### config.mk
export PLATFORM = sky130hd
export DESIGN_NAME = llsw_level_limit
export DESIGN_NICKNAME = d
export VERILOG_FILES = /design/src/hdl/llsw_pkg.sv /design/src/hdl/llsw_level_limit.sv
export SDC_FILE = /design/constraint.sdc
export NUM_CORES = 1
export LEC_CHECK = 0
export BUFFER_PORTS_ARGS = -buffer_cell sky130_fd_sc_hd__buf_2
export CAP_MARGIN = 20
export CORE_MARGIN = 4
export CORE_UTILIZATION = 45
export DETAILED_ROUTE_END_ITERATION = 12
export PLACE_DENSITY = 0.7
export SLEW_MARGIN = 20
export SYNTH_ARGS = -nofsm -noshare
export SYNTH_HDL_FRONTEND = slang
export SYNTH_SLANG_ARGS = --single-unit
### constraint.sdc
create_clock -name pclk -period 4.35 [get_ports pclk]
set_input_delay 0.435 -clock pclk [delete_from_list [all_inputs] [get_ports pclk]]
set_output_delay 0.435 -clock pclk [all_outputs]
set_load 0.005 [all_outputs]
### src/hdl/llsw_pkg.sv
// Purpose: shared constants and types for the level limit switching block
// Assumes: 32-bit APB, 16-bit signed length values in the selected unit
// Notes: delay values count whole milliseconds
package llsw_pkg;
  // register byte offsets
  localparam logic [7:0] LLSW_CTRL_OFS = 8'h00;
  localparam logic [7:0] LLSW_REFH_OFS = 8'h04;
  localparam logic [7:0] LLSW_HSP_OFS = 8'h08;
  localparam logic [7:0] LLSW_LSP_OFS = 8'h0C;
  localparam logic [7:0] LLSW_HHYS_OFS = 8'h10;
  localparam logic [7:0] LLSW_LHYS_OFS = 8'h14;
  localparam logic [7:0] LLSW_OND_OFS = 8'h18;
  localparam logic [7:0] LLSW_OFFD_OFS = 8'h1C;
  localparam logic [7:0] LLSW_STAT_OFS = 8'h20;
  localparam logic [7:0] LLSW_LVL_OFS = 8'h24;
  // control register field positions
  localparam int LLSW_CTRL_UNITS_BIT = 0;
  localparam int LLSW_CTRL_FIRST_OUTPUT_BIT = 1;
  localparam int LLSW_CTRL_SECOND_OUTPUT_LSB = 2;
  localparam int LLSW_CTRL_PNP_BIT = 4;
  localparam int LLSW_CTRL_WP_BIT = 5;
  localparam int LLSW_CTRL_HEN_BIT = 6;
  localparam int LLSW_CTRL_LEN_BIT = 7;
  localparam int LLSW_CTRL_ONALL_BIT = 8;
  // status register field positions
  localparam int LLSW_STAT_ALARM_BIT = 0;
  localparam int LLSW_STAT_HIGH_BIT = 1;
  localparam int LLSW_STAT_LOW_BIT = 2;
  localparam int LLSW_STAT_LOST_BIT = 3;
  localparam int LLSW_STAT_FAULT_BIT = 4;
  localparam int LLSW_STAT_WAIT_BIT = 5;
  // reset values
  localparam logic [15:0] LLSW_VAL_RST = 16'h0000;
  localparam logic [15:0] LLSW_OND_RST = 16'h0000;
  localparam logic [15:0] LLSW_OFFD_RST = 16'h0000;
  // timing: one delay step
  localparam int LLSW_CLK_PERIOD_NS = 20;
  localparam int LLSW_DELAY_STEP_NS = 1000000;
  localparam int LLSW_DELAY_STEP_CYC = LLSW_DELAY_STEP_NS / LLSW_CLK_PERIOD_NS;
  localparam int LLSW_VAL_W = 16;

  typedef enum logic [1:0] {
    LLSW_SECOND_OUTPUT_OFF = 2'b00,
    LLSW_SECOND_OUTPUT_ANALOG = 2'b01,
    LLSW_SECOND_OUTPUT_SWITCH = 2'b10
  } llsw_second_output_t;

  typedef enum logic [1:0] {
    LLSW_NORMAL = 2'b00,
    LLSW_ON_WAIT = 2'b01,
    LLSW_ALARM = 2'b10,
    LLSW_OFF_WAIT = 2'b11
  } llsw_state_t;
endpackage

### src/hdl/llsw_level_limit.sv
// Purpose: level limit switching logic with APB configuration registers
// Assumes: measurement inputs come from logic on pclk; zero-wait APB slave
// Notes: both switching outputs share one alarm state machine
// Notes: delays count step ticks of STEP_CYC clocks, so up to one step of slack
// Notes: second output level saturates at the 16-bit signed maximum
// Notes on behaviour
// [RL1] level is reference height minus distance
// [RL2] unit setting metric or imperial, values follow
// [RL3] first output disabled or normally open switch
// [RL4] disabled first output leaves line for link
// [RL5] second output off, analog, or switch
// [RL6] second switch shares first output alarm settings
// [RL7] one polarity setting, sourcing or sinking
// [RL8] write protect rejects configuration changes
// [RL9] high alarm enable; disabled means no high
// [RL10] low alarm enable; disabled means no low
// [RL11] level above high set point raises alarm
// [RL12] level below low set point raises alarm
// [RL13] alarm clears only past hysteresis zone
// [RL14] separate hysteresis for high and low
// [RL15] on-delay before entering alarm state
// [RL16] off-delay before returning to normal
// [RL17] on-delay for all or lost-surface only
// [RL18] delay timers restart when condition vanishes
`timescale 1ns/1ps
module llsw_level_limit
  import llsw_pkg::*;
#(
  parameter int STEP_CYC = llsw_pkg::LLSW_DELAY_STEP_CYC
) (
  input wire logic pclk,
  input wire logic presetn,
  input wire logic psel,
  input wire logic penable,
  input wire logic pwrite,
  input wire logic [7:0] paddr,
  input wire logic [31:0] pwdata,
  output logic [31:0] prdata,
  output logic pready,
  output logic pslverr,
  input wire logic [llsw_pkg::LLSW_VAL_W-1:0] meas_distance,
  input wire logic meas_valid,
  input wire logic hw_fault,
  output logic units_imperial,
  output logic first_output_link_free,
  output logic first_switch_output_src,
  output logic first_switch_output_snk,
  output logic second_output_src,
  output logic second_output_snk,
  output logic second_output_analog_en,
  output logic [llsw_pkg::LLSW_VAL_W-1:0] second_output_level
);
  import llsw_pkg::*;

  // every flop of the block lives in this record, registered in one place
  typedef struct packed {
    logic units;
    logic first_output_switch;
    llsw_second_output_t second_output_mode;
    logic pnp;
    logic wp;
    logic high_en;
    logic low_en;
    logic on_all;
    logic [15:0] ref_height;
    logic [15:0] high_sp;
    logic [15:0] low_sp;
    logic [15:0] high_hys;
    logic [15:0] low_hys;
    logic [15:0] on_delay;
    logic [15:0] off_delay;
    logic high_lim;
    logic low_lim;
    llsw_state_t state;
    logic [31:0] step_cnt;
    logic [15:0] dly_cnt;
    logic [16:0] level;
    logic [31:0] rdata;
    logic sw_on;
    logic an_en;
    logic [15:0] an_level;
  } llsw_regs_t;

  llsw_regs_t r;
  llsw_regs_t next_r;

  // decode, compare and condition helpers, all combinational
  logic [31:0] ctrl_word;
  logic [31:0] stat_word;
  logic [31:0] rd_mux;
  logic addr_ok;
  logic access;
  logic wr_en;
  logic wr_reject;
  logic step;
  logic lost;
  logic [17:0] lvl_x;
  logic [17:0] hsp_x;
  logic [17:0] lsp_x;
  logic [17:0] hclr_x;
  logic [17:0] lclr_x;
  logic hard_cond;
  logic any_cond;
  logic delayed_cond;
  logic second_output_switch;

  // sign-extend a 16-bit value for 18-bit compares, avoids overflow at the rails
  function automatic logic [17:0] ext16(input logic [15:0] v);
    ext16 = {{2{v[15]}}, v};
  endfunction

  // register views and address decode
  always_comb begin
    // control view
    ctrl_word = 32'h0000_0000;
    ctrl_word[LLSW_CTRL_UNITS_BIT] = r.units;
    ctrl_word[LLSW_CTRL_FIRST_OUTPUT_BIT] = r.first_output_switch;
    ctrl_word[LLSW_CTRL_SECOND_OUTPUT_LSB +: 2] = r.second_output_mode;
    ctrl_word[LLSW_CTRL_PNP_BIT] = r.pnp;
    ctrl_word[LLSW_CTRL_WP_BIT] = r.wp;
    ctrl_word[LLSW_CTRL_HEN_BIT] = r.high_en;
    ctrl_word[LLSW_CTRL_LEN_BIT] = r.low_en;
    ctrl_word[LLSW_CTRL_ONALL_BIT] = r.on_all;
    // status view; lost and fault are live inputs, not latched
    stat_word = 32'h0000_0000;
    stat_word[LLSW_STAT_ALARM_BIT] = r.sw_on;
    stat_word[LLSW_STAT_HIGH_BIT] = r.high_lim;
    stat_word[LLSW_STAT_LOW_BIT] = r.low_lim;
    stat_word[LLSW_STAT_LOST_BIT] = ~meas_valid;
    stat_word[LLSW_STAT_FAULT_BIT] = hw_fault;
    stat_word[LLSW_STAT_WAIT_BIT] = (r.state == LLSW_ON_WAIT) || (r.state == LLSW_OFF_WAIT);
    // read mux; unmapped offsets read zero and flag an error
    addr_ok = 1'b1;
    case (paddr)
      LLSW_CTRL_OFS: rd_mux = ctrl_word;
      LLSW_REFH_OFS: rd_mux = {16'h0000, r.ref_height};
      LLSW_HSP_OFS: rd_mux = {16'h0000, r.high_sp};
      LLSW_LSP_OFS: rd_mux = {16'h0000, r.low_sp};
      LLSW_HHYS_OFS: rd_mux = {16'h0000, r.high_hys};
      LLSW_LHYS_OFS: rd_mux = {16'h0000, r.low_hys};
      LLSW_OND_OFS: rd_mux = {16'h0000, r.on_delay};
      LLSW_OFFD_OFS: rd_mux = {16'h0000, r.off_delay};
      LLSW_STAT_OFS: rd_mux = stat_word;
      LLSW_LVL_OFS: rd_mux = {{15{r.level[16]}}, r.level};
      default: begin
        rd_mux = 32'h0000_0000;
        addr_ok = 1'b0;
      end
    endcase
  end

  // apb handshake: zero wait, error on unmapped or protected write
  // pready tied high: every access completes in its first access cycle
  assign access = psel & penable;
  assign wr_reject = pwrite & r.wp & (paddr != LLSW_CTRL_OFS); // RL8
  assign wr_en = access & pwrite & addr_ok & ~wr_reject;
  assign pready = 1'b1;
  assign pslverr = access & (~addr_ok | wr_reject | (pwrite & paddr == LLSW_STAT_OFS)
                   | (pwrite & paddr == LLSW_LVL_OFS));

  // limit comparisons on signed level; clear points sit one hysteresis back
  // 18 bits keep set point minus hysteresis from wrapping at the rails
  assign lvl_x = {r.level[16], r.level};
  assign hsp_x = ext16(r.high_sp);
  assign lsp_x = ext16(r.low_sp);
  assign hclr_x = hsp_x - {2'b00, r.high_hys}; // RL14
  assign lclr_x = lsp_x + {2'b00, r.low_hys}; // RL14
  assign lost = ~meas_valid;
  assign step = (r.step_cnt == 32'(STEP_CYC - 1));
  // set-point crossings and faults skip the delay unless it applies to all
  assign hard_cond = r.high_lim | r.low_lim | hw_fault;
  assign any_cond = hard_cond | lost;
  assign delayed_cond = r.on_all ? any_cond : lost; // RL17

  // second output follows the alarm only in switch mode
  assign second_output_switch = (r.second_output_mode == LLSW_SECOND_OUTPUT_SWITCH); // RL6

  // next-state of all registers
  always_comb begin
    next_r = r;
    // free-running step tick shared by both delay timers
    next_r.step_cnt = step ? 32'h0000_0000 : r.step_cnt + 32'h0000_0001;
    // level held at last good value while the surface is lost
    // 17-bit difference, so a full-scale distance cannot wrap
    if (meas_valid) begin
      next_r.level = 17'($signed(r.ref_height) - $signed(meas_distance)); // RL1
    end
    // read data captured in the setup phase so prdata comes from a flop
    if (psel & ~penable) begin
      next_r.rdata = pwrite ? 32'h0000_0000 : rd_mux;
    end
    // configuration writes; protect lets only the protect bit through
    if (wr_en) begin
      case (paddr)
        LLSW_CTRL_OFS: begin
          next_r.wp = pwdata[LLSW_CTRL_WP_BIT]; // RL8
          if (!r.wp) begin
            next_r.units = pwdata[LLSW_CTRL_UNITS_BIT]; // RL2
            next_r.first_output_switch = pwdata[LLSW_CTRL_FIRST_OUTPUT_BIT]; // RL3
            // reserved encoding falls back to disabled
            next_r.second_output_mode = (pwdata[LLSW_CTRL_SECOND_OUTPUT_LSB +: 2] == 2'b11) ? LLSW_SECOND_OUTPUT_OFF
                               : llsw_second_output_t'(pwdata[LLSW_CTRL_SECOND_OUTPUT_LSB +: 2]); // RL5
            next_r.pnp = pwdata[LLSW_CTRL_PNP_BIT]; // RL7
            next_r.high_en = pwdata[LLSW_CTRL_HEN_BIT]; // RL9
            next_r.low_en = pwdata[LLSW_CTRL_LEN_BIT]; // RL10
            next_r.on_all = pwdata[LLSW_CTRL_ONALL_BIT]; // RL17
          end
        end
        // protected and unmapped writes never get here since wr_en masks them; refused status and level writes hit the default
        LLSW_REFH_OFS: next_r.ref_height = pwdata[15:0];
        LLSW_HSP_OFS: next_r.high_sp = pwdata[15:0];
        LLSW_LSP_OFS: next_r.low_sp = pwdata[15:0];
        LLSW_HHYS_OFS: next_r.high_hys = pwdata[15:0];
        LLSW_LHYS_OFS: next_r.low_hys = pwdata[15:0];
        LLSW_OND_OFS: next_r.on_delay = pwdata[15:0];
        LLSW_OFFD_OFS: next_r.off_delay = pwdata[15:0];
        default: next_r.wp = r.wp;
      endcase
    end

    // high limit: set above set point, hold until below clear point
    if (!r.high_en) begin
      next_r.high_lim = 1'b0; // RL9
    end else if ($signed(lvl_x) > $signed(hsp_x)) begin
      next_r.high_lim = 1'b1; // RL11
    end else if ($signed(lvl_x) < $signed(hclr_x)) begin
      next_r.high_lim = 1'b0; // RL13
    end

    // low limit mirrors the high one
    if (!r.low_en) begin
      next_r.low_lim = 1'b0; // RL10
    end else if ($signed(lvl_x) < $signed(lsp_x)) begin
      next_r.low_lim = 1'b1; // RL12
    end else if ($signed(lvl_x) > $signed(lclr_x)) begin
      next_r.low_lim = 1'b0; // RL13
    end

    // alarm sequencing; a zero delay switches at once
    case (r.state)
      LLSW_NORMAL: begin
        // hard conditions may skip the wait, the rest start the on-delay
        next_r.dly_cnt = 16'h0000;
        if ((hard_cond && !r.on_all) || (any_cond && r.on_delay == 16'h0000)) begin
          next_r.state = LLSW_ALARM; // RL17
        end else if (delayed_cond) begin
          next_r.state = LLSW_ON_WAIT; // RL15
        end
      end
      LLSW_ON_WAIT: begin
        // a vanished condition drops the wait, so the count restarts
        if (hard_cond && !r.on_all) begin
          next_r.state = LLSW_ALARM; // RL17
        end else if (!delayed_cond) begin
          next_r.state = LLSW_NORMAL; // RL18
        end else if (step) begin
          next_r.dly_cnt = r.dly_cnt + 16'h0001;
          if (r.dly_cnt + 16'h0001 >= r.on_delay) begin
            next_r.state = LLSW_ALARM; // RL15
          end
        end
      end
      LLSW_ALARM: begin
        // leave only once every condition is gone
        next_r.dly_cnt = 16'h0000;
        if (!any_cond) begin
          next_r.state = (r.off_delay == 16'h0000) ? LLSW_NORMAL : LLSW_OFF_WAIT; // RL16
        end
      end
      LLSW_OFF_WAIT: begin
        // a returning condition aborts the off-delay
        if (any_cond) begin
          next_r.state = LLSW_ALARM; // RL18
        end else if (step) begin
          next_r.dly_cnt = r.dly_cnt + 16'h0001;
          if (r.dly_cnt + 16'h0001 >= r.off_delay) begin
            next_r.state = LLSW_NORMAL; // RL16
          end
        end
      end
      default: next_r.state = LLSW_NORMAL;
    endcase

    // each wait phase starts counting from zero
    if (next_r.state != r.state) begin
      next_r.dly_cnt = 16'h0000; // RL18
    end
    next_r.sw_on = (next_r.state == LLSW_ALARM) || (next_r.state == LLSW_OFF_WAIT);
    // analog enable follows the mode written this edge, never overlapping a switch
    next_r.an_en = (next_r.second_output_mode == LLSW_SECOND_OUTPUT_ANALOG); // RL5
    // analog path clamps negative level to zero and saturates above the signed maximum;
    // scaling happens downstream
    next_r.an_level = r.level[16] ? 16'h0000
                      : (r.level[15] ? 16'h7FFF : r.level[15:0]);
  end

  // single state register
  always_ff @(posedge pclk or negedge presetn) begin
    if (!presetn) begin
      // every field named so each reset value is visible here
      r.units <= 1'b0;
      r.first_output_switch <= 1'b0;
      r.second_output_mode <= LLSW_SECOND_OUTPUT_OFF;
      r.pnp <= 1'b0;
      r.wp <= 1'b0;
      r.high_en <= 1'b0;
      r.low_en <= 1'b0;
      r.on_all <= 1'b0;
      r.ref_height <= LLSW_VAL_RST;
      r.high_sp <= LLSW_VAL_RST;
      r.low_sp <= LLSW_VAL_RST;
      r.high_hys <= LLSW_VAL_RST;
      r.low_hys <= LLSW_VAL_RST;
      r.on_delay <= LLSW_OND_RST;
      r.off_delay <= LLSW_OFFD_RST;
      r.high_lim <= 1'b0;
      r.low_lim <= 1'b0;
      r.state <= LLSW_NORMAL;
      r.step_cnt <= 32'h0000_0000;
      r.dly_cnt <= 16'h0000;
      r.level <= 17'h0_0000;
      r.rdata <= 32'h0000_0000;
      r.sw_on <= 1'b0;
      r.an_en <= 1'b0;
      r.an_level <= 16'h0000;
    end else begin
      r <= next_r;
    end
  end

  // normally open switches: closed in alarm and off-delay, one polarity for both
  assign first_switch_output_src = r.first_output_switch & r.sw_on & r.pnp; // RL3 RL7
  assign first_switch_output_snk = r.first_output_switch & r.sw_on & ~r.pnp; // RL3 RL7
  assign second_output_src = second_output_switch & r.sw_on & r.pnp; // RL6
  assign second_output_snk = second_output_switch & r.sw_on & ~r.pnp; // RL6
  // disabled first output leaves the line free for the link
  assign first_output_link_free = ~r.first_output_switch; // RL4

  // plain register views
  assign units_imperial = r.units; // RL2
  assign second_output_analog_en = r.an_en;
  assign second_output_level = r.an_level;
  assign prdata = r.rdata;
endmodule

==> results.ini <==
[synth]
yosysTopAreaCellShare_pct = 37.3
synth_top_area_cell = dfrtp_1
synth_xor_area_share_pct = 5.77
synth-simple-area-share_pct = 13.0
synth_flop_cell = dfrtp_1
synth-seq-cells = 224
yosys_warnings = 0
avgSynthCellArea_sq_um = 9.85
synthCells = 1525
synth_compound_area_share_pct = 13.7
synth_top_family_by_area = compound AO/OA/AOI/OAI gates
synthAdderAreaFrac_pct = 13.1
synth_cell_types = 79
netlist_area_sq_um = 15000
synth_fp_nets = 1743
netlist_top_cells_area = dfrtp_1 37%, ha_1 13%, mux2_2 9.3%
yosys-mux-area-fraction_pct = 10.5
synth-seq-area-share_pct = 37.3
synth-edff-count = 0
async_reset_ff_share_pct = 100

[sta]
tightest_slew_ns = 1.06
fmax_mhz = 256
rsz0062_at_grt = false
hold_viol = 0
slew_headroom_pct = 29.1
min_period_ns = 3.91
finalSetupViolCount = 0
timing.hold.ws_ns = 0.207
clock_skew_ns = 0.0159
min_period_over_period_pct = 89.9
maxSlewViolCount = 0
finalSetupTns_ns = 0

[route]
first_iter_violations = 1005
routed-wl-met2_microns = 18600
wl_met3_microns = 2310
routed.top_layer = met4
vias = 12000
ant_nets = 0
drc = 0
met1_length_microns = 18300
via_per_inst = 5.82
dr.pass1.iters = 7
post_drt_wl_per_cell_microns = 19.9
wl_microns = 40900

[power_and_ir_drop]
irDropWorstVdd_mv = 0.241
power_density_nw_per_um2 = 302
p_leak_nw = 8.06

[cts]
clk_pin_slew_ns = 0.06
cts_num_sinks = 224
cts.hold.buffers_added = 1
clock_latency_ns = 0.54
cts_setup_buffers = 0
post_cts_resized = 0
cts_made_buffers = 27
clk_path_buf_depth = 3
cts_root_buf = clkbuf_16
h-tree-depth = 1
cts_tree = built

[setup_path]
cp.arrival_ns = 4.33
r2r_start = hsp_x[0]
r2r_slack_ns = 0.44
worstSetupEndpoint = r[118]
startpoint_type = flip-flop
required_ns = 4.77
worstSetupPathType = flip-flop to flip-flop
reg2reg_to = r[118]
cp-end-kind = flip-flop
worstPathMaxFanout = 4
cp-startpoint = hsp_x[0]
rr_worst_depth = 18

[placed_design]
port_buffers = 101
place_congestion = 0.975
hpwl_microns = 31000

[status]
status = complete, no violations

[floorplan]
die_w_microns = 191
io_pins = 120
core_area_sq_um = 32700
rows = 66
die_area_sq_um = 36400
die_h_microns = 191
start_util_pct = 45.9

[grt]
grt_overflow_total = 0
grt_pass1_wl_microns = 65200
grt_util_all_layers_pct = 22.2
grt_max_degree = 109
grt_pass1_vias = 12000
antenna_found_initial = 2

[hold_path]
holdCritPathClass = input port to flip-flop
hp-start = meas_distance[0]

[cells_and_area]
drive_above_1_share_pct = 19.5
area_growth_pct = 11.0
layout.nets = 1807

[run]
cap_violations = 0

## cell families (layout without fill, tap and decap cells)
logic type,count (synthesis),after routing
flip-flops,224,224
AO/OA/AOI/OAI,306,306
AND/OR/NAND/NOR,389,389
multiplexers,142,142
adder cells (fa/ha/maj),155,155
buffers and inverters,208,293
XOR/XNOR,99,99
other,2,5
## sequential cells by signal, indices dropped and copies added (netlist names)
name,cells
r,133
lvl_x,17
prdata,17
hsp_x,16
lsp_x,16
second_output_level,15
ctrl_word,8
second_output_analog_en,1
units_imperial,1
## per-layer routing
metal	track usage, %	vias to the layer above
met2	35.5	414
li1	-	5583
met3	2.49	104
met5	0	-
met1	31.2	5869
met4	8.23	0
## power by group
group | leakage (nW) | internal [mW] | switching (mW)
Sequential | 3.01 | 2.12 | 0.0639
Combinational | 4.57 | 0.170 | 0.264
Clock | 0.476 | 1.49 | 0.932
Total | 8.06 | 3.78 | 1.26
## cell usage after synthesis (11+ instances only)
cell	instances
a21oi_1	59
buf_4	50
inv_1	124
nand3_1	40
nor4_1	18
nand2_1	88
nor2_1	112
o22ai_1	17
mux2_2	124
and3_1	13
a22o_1	12
o21ai_0	72
xnor2_1	57
ha_1	152
and4_1	12
dfrtp_1	224
nor3_1	22
a21o_1	30
a22oi_1	25
mux2i_1	18
clkbuf_1	20
xor2_1	42
nand4_1	21
nand2b_1	11
## worst min path at each step
stage | slack (ns) | end | cells after the start
global placement | 0.46 | prdata[12] | 2
global route | 0.22 | lvl_x[0] | 3
floorplan | 0.14 | ctrl_word[1] | 0
CTS | 0.19 | lvl_x[0] | 3
detailed placement | 0.46 | r[114] | 1
finish | 0.21 | lvl_x[0] | 3
## cell usage in the layout, fill, tap and decap left out, types with 42 or more instances in the layout
master | synthesis | routed
o21ai_0 | 72 | 72
ha_1 | 152 | 152
a21oi_1 | 59 | 59
mux2_2 | 124 | 124
dfrtp_1 | 224 | 224
buf_2 | 10 | 100
inv_1 | 124 | 124
nor2_1 | 112 | 112
xnor2_1 | 57 | 57
xor2_1 | 42 | 42
nand2_1 | 88 | 88
## worst max-delay path: stages, from the launching register on
cell,delay [ns]
dfrtp_1,0.41
inv_1,0.07
ha_1,0.15
inv_1,0.06
fa_1,0.41
a21o_1,0.18
a21oi_1,0.24
nor2b_1,0.12
o41a_1,0.44
a21o_1,0.23
a21oi_1,0.17
xor2_1,0.19
ha_1,0.26
nor2b_1,0.13
o21ai_0,0.13
a21oi_1,0.08
o21ai_0,0.18
a31oi_1,0.11
a211o_1,0.23
## area by class of cell
| class | count | area (sq um) |
|---|---|---|
| flip-flops and latches | 224 | 5610 |
| diodes | 3 | 7.51 |
| well taps | 442 | 553 |
| repair buffers | 119 | 653 |
| fillers | 3020 | 16000 |
| clock inverters | 18 | 233 |
| inverters | 124 | 465 |
| multi-input cells | 1093 | 8440 |
| clock buffers | 32 | 724 |
## per-stage QoR
| stage | util (%) | setup slack (ns) | cell area [sq um] | std cells | total power, mW |
|---|---|---|---|---|---|
| 3_5_place_dp | 48.0 | 0.479 | 15700 | 2001 | 2.65 |
| 4_1_cts | 51.0 | 0.453 | 16700 | 2052 | 5.08 |
| 3_3_place_gp | 48.0 | 0.568 | 15700 | 2001 | 2.64 |
| 2_1_floorplan | - | 0.836 | 15000 | 1525 | 2.46 |
| 5_1_grt | 51.0 | 0.234 | 16700 | 2053 | 5.23 |
| 6_report | 51.0 | 0.441 | 16700 | 2055 | 5.04 |
Power figures use the tool's default switching activity.
